<file path="config.mk">
export PLATFORM = sky130hd
export DESIGN_NAME = i2cee_slave
export DESIGN_NICKNAME = d
export VERILOG_FILES = /design/src/design/i2cee_slave.v
export VERILOG_INCLUDE_DIRS = /design/src /design/src/design
export SDC_FILE = /design/constraint.sdc
export NUM_CORES = 2
export LEC_CHECK = 0
export BUFFER_PORTS_ARGS = -buffer_cell sky130_fd_sc_hd__buf_2
export CAP_MARGIN = 30
export CORE_MARGIN = 5
export CORE_UTILIZATION = 30
export DETAILED_ROUTE_END_ITERATION = 6
export HOLD_SLACK_MARGIN = 0.12
export PLACE_DENSITY = 0.53
export SYNTH_ARGS = -nofsm -noshare
export SYNTH_HDL_FRONTEND = slang
export SYNTH_MEMORY_MAX_BITS = 65536
export SYNTH_SLANG_ARGS = --single-unit
</file>
<file path="constraint.sdc">
create_clock -name clock -period 11.1 [get_ports clock]
set_clock_uncertainty 0.15 [all_clocks]
set_input_delay 0.555 -clock clock [delete_from_list [all_inputs] [get_ports clock]]
set_output_delay 0.555 -clock clock [all_outputs]
set_load 0.05 [all_outputs]
</file>
<file path="src/design/i2cee_regs.vh">
// Contract
// - sda fall with scl high is start
// - sda rise with scl high is stop
// - sda stable while scl high
// - ignore traffic until a start
// - address top nibble must be 1010
// - select bits match pins or address
// - last address bit: 1 read, 0 write
// - ack matching address on ninth clock
// - ack word address and write data
// - read: shift byte, release ninth clock
// - byte write; program starts at stop
// - busy programming: released, no response
// - page write up to sixteen bytes
// - increment only low four address bits
// - past sixteen bytes wrap within page
// - poll: nack while busy, ack after
// - protect input high blocks all writes
// - sample protect before first data byte
// - array starts erased to FF
// - read address: send current byte at once
// - nack plus stop returns to idle
// - sample on scl rise, drive on fall
// - read pointer wraps at memory end
`ifndef I2CEE_REGS_VH
`define I2CEE_REGS_VH
`define I2CEE_DEV_CODE   4'hA
`define I2CEE_CMP_MASK   3'h6
`define I2CEE_ERASED     8'hFF
`define I2CEE_MEM_DEPTH  512
`define I2CEE_PAGE_SIZE  16
`define I2CEE_PIN_RST    6'h03
`define I2CEE_CLK_NS     8
`define I2CEE_TPROG_NS   5000000
`define I2CEE_TPROG_CYC  (`I2CEE_TPROG_NS / `I2CEE_CLK_NS)
`define I2CEE_FIFO_W     12
`define I2CEE_FIFO_D     8
`endif

</file>
<file path="src/design/i2cee_slave.v">
`timescale 1ns/1ps
`default_nettype none
`include "i2cee_regs.vh"

module i2cee_fifo #(
  parameter WIDTH = 12,
  parameter DEPTH = 8,
  parameter AW    = 3
) (
  input  wire             clock,
  input  wire             rst,
  input  wire [WIDTH-1:0] inData,
  input  wire             inValid,
  output wire             inReady,
  output wire [WIDTH-1:0] outData,
  output wire             outValid,
  input  wire             outReady
);
  reg [WIDTH-1:0] store [0:DEPTH-1];
  reg [AW:0]      wrPtr_q;
  reg [AW:0]      rdPtr_q;
  wire            full;
  wire            empty;

  // extra pointer bit separates full from empty
  assign full     = (wrPtr_q[AW] != rdPtr_q[AW]) && (wrPtr_q[AW-1:0] == rdPtr_q[AW-1:0]);
  assign empty    = (wrPtr_q == rdPtr_q);
  assign inReady  = ~full;
  assign outValid = ~empty;
  assign outData  = store[rdPtr_q[AW-1:0]];

  // pointer and storage update
  always @(posedge clock) begin
    if (rst) begin
      wrPtr_q <= {(AW+1){1'b0}};
      rdPtr_q <= {(AW+1){1'b0}};
    end else begin
      if (inValid && !full) begin
        store[wrPtr_q[AW-1:0]] <= inData;
        wrPtr_q <= wrPtr_q + 1'b1;
      end
      if (outReady && !empty)
        rdPtr_q <= rdPtr_q + 1'b1;
    end
  end
endmodule // i2cee_fifo

module i2cee_slave #(
  parameter PROG_CYCLES = `I2CEE_TPROG_CYC
) (
  input  wire       clock,
  input  wire       rst,
  input  wire       sclIn,
  input  wire       sdaIn,
  output reg        sdaOut,
  output reg        sdaOe,
  input  wire [2:0] chipSelectPin,
  input  wire       writeProtect,
  output reg        busy
);
  // protocol states
  localparam [2:0] S_IDLE = 3'h0;
  localparam [2:0] S_DEV  = 3'h1;
  localparam [2:0] S_WADR = 3'h2;
  localparam [2:0] S_WDAT = 3'h3;
  localparam [2:0] S_ACK  = 3'h4;
  localparam [2:0] S_RDAT = 3'h5;
  localparam [2:0] S_MACK = 3'h6;
  localparam [2:0] S_WAIT = 3'h7;
  // program states
  localparam [1:0] P_IDLE  = 2'h0;
  localparam [1:0] P_DRAIN = 2'h1;
  localparam [1:0] P_WRITE = 2'h2;
  localparam [1:0] P_WAIT  = 2'h3;
  // pin levels forced in reset: both bus lines idle high, the other pins low
  localparam [5:0] PIN_RST = `I2CEE_PIN_RST;

  reg  [7:0]  mem [0:`I2CEE_MEM_DEPTH-1];
  reg  [7:0]  pageBuf [0:`I2CEE_PAGE_SIZE-1];
  reg  [15:0] dirty_q;
  reg  [5:0]  sync1_q;
  reg  [5:0]  sync2_q;
  reg  [5:0]  sync3_q;
  reg  [5:0]  pin_q;
  reg  [5:0]  pinPrev_q;
  reg  [2:0]  state_q;
  reg  [2:0]  next_q;
  reg  [3:0]  bitCnt_q;
  reg  [7:0]  rxShift_q;
  reg  [7:0]  txShift_q;
  reg  [8:0]  ptr_q;
  reg  [4:0]  page_q;
  reg         firstData_q;
  reg         reject_q;
  reg         wrote_q;
  reg         push_q;
  reg  [11:0] pushData_q;
  reg         clrDirty_q;
  reg         commitReq_q;
  reg  [1:0]  prog_q;
  reg  [3:0]  progIdx_q;
  reg  [19:0] progCnt_q;
  wire [5:0]  pinRaw;
  wire        scl;
  wire        sda;
  wire        sclRise;
  wire        sclFall;
  wire        startSeen;
  wire        stopSeen;
  wire        fifoInReady;
  wire [11:0] fifoOut;
  wire        fifoOutValid;
  wire        drainReady;
  wire [7:0]  rdByte;
  integer     k;

  // address byte decode: fixed code plus pin compare on masked bits
  function addrMatch;
    input [7:0] dev;
    input [2:0] pins;
    begin
      addrMatch = (dev[7:4] == `I2CEE_DEV_CODE) &&
                  (((dev[3:1] ^ pins) & `I2CEE_CMP_MASK) == 3'h0);
    end
  endfunction

  // erased delivery state
  initial begin
    for (k = 0; k < `I2CEE_MEM_DEPTH; k = k + 1)
      mem[k] = `I2CEE_ERASED;
  end

  assign pinRaw = {writeProtect, chipSelectPin, sdaIn, sclIn};

  // three-stage synchroniser, level taken when stages two and three agree
  genvar g;
  generate
    for (g = 0; g < 6; g = g + 1) begin : gSync
      always @(posedge clock) begin
        if (rst) begin
          sync1_q[g] <= PIN_RST[g];
          sync2_q[g] <= PIN_RST[g];
          sync3_q[g] <= PIN_RST[g];
          pin_q[g]   <= PIN_RST[g];
        end else begin
          sync1_q[g] <= pinRaw[g];
          sync2_q[g] <= sync1_q[g];
          sync3_q[g] <= sync2_q[g];
          if (sync2_q[g] == sync3_q[g])
            pin_q[g] <= sync3_q[g];
        end
      end
    end
  endgenerate

  // edge and condition detection
  always @(posedge clock) begin
    if (rst)
      pinPrev_q <= `I2CEE_PIN_RST;
    else
      pinPrev_q <= pin_q;
  end

  assign scl       = pin_q[0];
  assign sda       = pin_q[1];
  assign sclRise   = scl & ~pinPrev_q[0];
  assign sclFall   = ~scl & pinPrev_q[0];
  assign startSeen = scl & pinPrev_q[0] & pinPrev_q[1] & ~sda;
  assign stopSeen  = scl & pinPrev_q[0] & ~pinPrev_q[1] & sda;
  assign rdByte    = mem[ptr_q];

  // bus protocol engine
  always @(posedge clock) begin
    if (rst) begin
      state_q     <= S_IDLE;
      next_q      <= S_IDLE;
      bitCnt_q    <= 4'h0;
      rxShift_q   <= 8'h00;
      txShift_q   <= 8'hFF;
      ptr_q       <= 9'h000;
      page_q      <= 5'h00;
      firstData_q <= 1'b0;
      reject_q    <= 1'b0;
      wrote_q     <= 1'b0;
      push_q      <= 1'b0;
      pushData_q  <= 12'h000;
      clrDirty_q  <= 1'b0;
      commitReq_q <= 1'b0;
      sdaOe       <= 1'b0;
      sdaOut      <= 1'b0;
    end else begin
      push_q      <= 1'b0;
      clrDirty_q  <= 1'b0;
      commitReq_q <= 1'b0;
      if (startSeen) begin
        state_q  <= S_DEV;
        bitCnt_q <= 4'h0;
        sdaOe    <= 1'b0;
      end else if (stopSeen) begin
        state_q <= S_IDLE;
        sdaOe   <= 1'b0;
        if (wrote_q && !reject_q)
          commitReq_q <= 1'b1;
        wrote_q <= 1'b0;
      end else begin
        case (state_q)
          S_DEV, S_WADR, S_WDAT: begin
            if (sclRise && bitCnt_q != 4'h8) begin
              rxShift_q <= {rxShift_q[6:0], sda};
              bitCnt_q  <= bitCnt_q + 4'h1;
            end else if (sclFall && bitCnt_q == 4'h8) begin
              if (state_q == S_DEV) begin
                if (addrMatch(rxShift_q, pin_q[4:2]) && !busy && !commitReq_q) begin
                  sdaOe   <= 1'b1;
                  state_q <= S_ACK;
                  if (rxShift_q[0]) begin
                    next_q <= S_RDAT;
                  end else begin
                    next_q     <= S_WADR;
                    reject_q   <= 1'b0;
                    wrote_q    <= 1'b0;
                    clrDirty_q <= 1'b1;
                    if ((~`I2CEE_CMP_MASK & 3'h1) != 3'h0)
                      ptr_q[8] <= rxShift_q[1];
                  end
                end else begin
                  state_q <= S_WAIT;
                end
              end else if (state_q == S_WADR) begin
                sdaOe       <= 1'b1;
                ptr_q[7:0]  <= rxShift_q;
                page_q      <= {ptr_q[8], rxShift_q[7:4]};
                firstData_q <= 1'b1;
                next_q      <= S_WDAT;
                state_q     <= S_ACK;
              end else if (reject_q || !fifoInReady) begin
                state_q <= S_WAIT;
              end else begin
                sdaOe      <= 1'b1;
                push_q     <= 1'b1;
                pushData_q <= {ptr_q[3:0], rxShift_q};
                ptr_q[3:0] <= ptr_q[3:0] + 4'h1;
                wrote_q    <= 1'b1;
                next_q     <= S_WDAT;
                state_q    <= S_ACK;
              end
            end
          end
          S_ACK: begin
            if (sclFall) begin
              bitCnt_q <= 4'h0;
              state_q  <= next_q;
              if (firstData_q) begin
                reject_q    <= pin_q[5];
                firstData_q <= 1'b0;
              end
              if (next_q == S_RDAT) begin
                txShift_q <= rdByte;
                sdaOe     <= ~rdByte[7];
                ptr_q     <= ptr_q + 9'h001;
                bitCnt_q  <= 4'h1;
              end else begin
                sdaOe <= 1'b0;
              end
            end
          end
          S_RDAT: begin
            if (sclFall) begin
              if (bitCnt_q == 4'h8) begin
                sdaOe   <= 1'b0;
                state_q <= S_MACK;
              end else begin
                txShift_q <= {txShift_q[6:0], 1'b1};
                sdaOe     <= ~txShift_q[6];
                bitCnt_q  <= bitCnt_q + 4'h1;
              end
            end
          end
          S_MACK: begin
            if (sclRise) begin
              if (!sda) begin
                next_q  <= S_RDAT;
                state_q <= S_ACK;
              end else begin
                state_q <= S_WAIT;
              end
            end
          end
          S_IDLE, S_WAIT: begin
            sdaOe <= 1'b0;
          end
          default: begin
            state_q <= S_IDLE;
            sdaOe   <= 1'b0;
          end
        endcase
      end
    end
  end

  i2cee_fifo #(
    .WIDTH (`I2CEE_FIFO_W),
    .DEPTH (`I2CEE_FIFO_D),
    .AW    (3)
  ) uFifo (
    .clock    (clock),
    .rst      (rst),
    .inData   (pushData_q),
    .inValid  (push_q),
    .inReady  (fifoInReady),
    .outData  (fifoOut),
    .outValid (fifoOutValid),
    .outReady (drainReady)
  );

  // buffer drain stalls while the array is being programmed
  assign drainReady = (prog_q != P_WRITE);

  // page buffer fill, later bytes of a wrapped page overwrite earlier ones
  always @(posedge clock) begin
    if (rst) begin
      dirty_q <= 16'h0000;
    end else if (clrDirty_q) begin
      dirty_q <= 16'h0000;
    end else if (fifoOutValid && drainReady) begin
      pageBuf[fifoOut[11:8]] <= fifoOut[7:0];
      dirty_q[fifoOut[11:8]] <= 1'b1;
    end
  end

  // internal program cycle
  always @(posedge clock) begin
    if (rst) begin
      prog_q    <= P_IDLE;
      progIdx_q <= 4'h0;
      progCnt_q <= 20'h00000;
      busy      <= 1'b0;
    end else begin
      case (prog_q)
        P_IDLE: begin
          if (commitReq_q) begin
            prog_q <= P_DRAIN;
            busy   <= 1'b1;
          end
        end
        P_DRAIN: begin
          if (!fifoOutValid && !push_q) begin
            prog_q    <= P_WRITE;
            progIdx_q <= 4'h0;
          end
        end
        P_WRITE: begin
          if (dirty_q[progIdx_q])
            mem[{page_q, progIdx_q}] <= pageBuf[progIdx_q];
          progIdx_q <= progIdx_q + 4'h1;
          if (progIdx_q == 4'hF) begin
            prog_q    <= P_WAIT;
            progCnt_q <= 20'h00000;
          end
        end
        P_WAIT: begin
          progCnt_q <= progCnt_q + 20'h00001;
          if (progCnt_q >= PROG_CYCLES[19:0] - 20'h00001) begin
            prog_q <= P_IDLE;
            busy   <= 1'b0;
          end
        end
        default: begin
          prog_q <= P_IDLE;
          busy   <= 1'b0;
        end
      endcase
    end
  end
endmodule // i2cee_slave
`default_nettype wire

</file>
==> impl_metrics.ini <==
[run_status]
outcome = finished, final reports clean

[sta]
worstMarginPinSlew_ns = 1.13
slew-limit-headroom_pct = 24.7
drv_slew = 0
fin_crit_sh_pct = 51.4
setup_violations = 0
finalHoldViolCount = 0
tns_ns = 0
rsz0062_at_grt = false
min_period_ns = 5.70
max_freq_ghz = 0.175

[global_route]
grt_overflow_total = 0
grt_use_total_pct = 17.1
grt_pass1_wl_um = 719000
grt_max_degree = 188
first_global_vias = 88271
grt_antenna_before_repair = 43

[drt]
drt-met1-wl_um = 209000
drtAntennaViolNets = 0
met2_wirelength_um = 244000
viasPerCell = 5.29
dr_wl_met3_um = 48000
wl_per_cell_um = 31.1
drc = 0
drt_iter0_markers = 11617
detail_route.wirelength_um = 521000
top_layer = met5
vias = 88553
drtPass1Iterations = 6

[synth]
syn_avg_cell_area_um2 = 20.6
synth_flop_cell = edfxtp_1
synth_area_um2 = 173000
ys_seq_area_share_pct = 76.4
synthDistinctLibCells = 80
synth-async-reset-ratio_pct = 0
ys_ff_latch = 4458
synth_edf_count = 4320
syn_inst = 8411
yosys_warnings = 0
syn_nets = 8433

[placement]
place_area_um2 = 183000
gp_congestion = 0.862
portBuffers = 8
hpwl_um = 325000

[worst_setup_path]
slowest_delay_ns = 0.81
end_kind = register
path_class = reg -> reg
startpoint_type = register
crit_path_max_fanout = 78
crit_chain = buf_12, buf_4, mux4_2, a22oi_1, nand4_1, a22oi_1, o2111ai_1, o31ai_1, o21ai_1
cp.required_ns = 11.81
critPathSlowestCell = buf_4
crit_arrival_ns = 6.41
cp_top_family = compound AO/OA/AOI/OAI gates
critPathBufInv = 2
crit_top_cell = a22oi_1

[floorplanning]
die-height_um = 770
start_util_pct = 30.1
ios = 11
core_area_um2 = 577000
dieArea_um2 = 593000
fp.dieW_um = 770
std_cell_rows = 279

[clocking]
clk_pin_slew_ns = 0.06
htree_levels = 5
cts_root_buffer = clkbuf_16
cts_tree = built
clock_sinks = 4458
cts_resized = 0
clock_latency_ns = 1.02
numCtsBuffers = 445
cts_setup_buffers = 0
clk_path_buf_depth = 4
postCtsHoldBufs = 11

[cells_and_area]
nets = 8670
fin_area_um2 = 197000
drive_above_1_share_pct = 22.7
syn_to_final_growth_pct = 13.8

[power_and_ir_drop]
ir_drop_uv = 159
p_leak_nw = 58.3
power.density_nw_per_um2 = 169

[run]
max_cap_viol_count = 0

[worst_hold_path]
hold_path_class = reg -> reg
power breakdown:
group | internal (W) | switching, W | leakage [nW] | total, W
Sequential | 0.0183 | 0.00000705 | 40.0 | 0.0183
Clock | 0.00829 | 0.00645 | 6.91 | 0.0147
Combinational | 0.0000568 | 0.000202 | 11.4 | 0.000259
final timing paths:
check                   from           end  slack (ns)  cells past startpoint
setup / recovery    ptr_q[0]  txShift_q[3]        5.40                      9
hold / removal    sync1_q[0]    sync2_q[0]        0.29                      1
setup reg to reg    ptr_q[0]  txShift_q[3]        5.40                      9
hold reg to reg   sync1_q[0]    sync2_q[0]        0.29                      1
logic make-up after synthesis:
| family | count (synthesis) | share of synthesized area (%) |
|---|---|---|
| buffers and inverters | 529 | 1.77 |
| AOI/OAI and AO/OA | 752 | 3.02 |
| adders and majority gates | 14 | 0.101 |
| and+or+nand+nor | 1281 | 3.22 |
| xor gates and xnor gates | 29 | 0.147 |
| muxes | 1347 | 15.3 |
| DFF | 4458 | 76.4 |
| other | 1 | 0.00216 |
sequential cells by signal (all words and copies together), names as in the netlist, 5 cells and up, named ones only:
name / count
pageBuf: 128
sync1_q: 5
pushData_q: 12
dirty_q: 16
sync3_q: 5
mem: 4096
txShift_q: 7
ptr_q: 9
sync2_q: 5
rxShift_q: 8
progCnt_q: 20
page_q: 5
uFifo.store: 96
layout by cell type, fill, tap and decap left out, types with 23 or more instances in the layout:
cell	count
edfxtp_1	4320
mux4_2	1031
nor2_1	725
clkbuf_16	455
mux2i_1	285
buf_4	236
nand2_1	210
a22oi_1	176
dfxtp_1	130
clkinv_1	124
o21ai_0	96
a21oi_1	91
clkinv_2	83
o22ai_1	77
clkbuf_1	75
nand3_1	64
a22o_1	42
nand4_1	38
a31oi_1	38
a221oi_1	38
nor3_1	35
bufinv_16	33
or3_1	29
nor2b_1	27
a211oi_1	27
mux2_2	23
per-stage QoR:
step | setup WS (ns) | hold slack (ns) | total power [W] | util (%) | instances
3_3_place_gp | 5.37 | 0.275 | 0.0189 | 31.6 | 15866
6_report | 5.40 | 0.288 | 0.0333 | 34.2 | 16755
5_1_grt | 5.23 | 0.307 | 0.0343 | 34.2 | 16739
2_1_floorplan | 5.13 | 0.239 | 0.0188 | - | 8411
3_5_place_dp | 5.39 | 0.265 | 0.0189 | 31.7 | 15894
4_1_cts | 5.41 | 0.286 | 0.0335 | 34.1 | 16715
per-layer routing:
layer	GRT usage [%]	vias up
li1	-	35395
met1	23.5	47977
met2	27.1	4342
met3	3.57	823
met4	5.95	16
met5	0	-
Yosys cell counts, drive strengths merged, types with 19 or more instances:
cell type / count / area share, %
edfxtp: 4320 / 75
mux4: 1039 / 14
nor2: 732 / 1.6
buf: 298 / 1.3
mux2i: 285 / 1.6
nand2: 224 / 0.49
clkbuf: 207 / 0.45
a22oi: 176 / 0.76
dfxtp: 138 / 1.6
o21ai: 116 / 0.33
a21oi: 91 / 0.26
o22ai: 79 / 0.29
nand3: 68 / 0.20
a22o: 42 / 0.21
a221oi: 38 / 0.19
a31oi: 38 / 0.14
nand4: 38 / 0.14
nor3: 37 / 0.11
nor2b: 35 / 0.13
or3: 29 / 0.10
a211oi: 28 / 0.12
inv: 24 / 0.052
mux2: 23 / 0.15
nor4: 22 / 0.083
xor2: 22 / 0.11
nand2b: 21 / 0.076
o221ai: 20 / 0.10
a21o: 19 / 0.082
cell type report:
type | count | area (um^2)
well taps | 7727 | 9670
inverters | 24 | 100
repair buffers | 295 | 2670
clock inverters | 274 | 2380
clock buffers | 536 | 11800
flip-flops and latches | 4458 | 133000
fillers | 53874 | 379000
multi-input cells | 3424 | 38200
diodes | 17 | 42.5
worst reg2reg max path: cells and delay by family, from the launching register on:
family | cells | cell delay (ns)
flops | 1 | 0.70
buf+inv | 2 | 1.55
mux | 1 | 0.65
compound gates | 5 | 2.35
simple gates | 1 | 0.17
(Power assumes the default switching activity.)
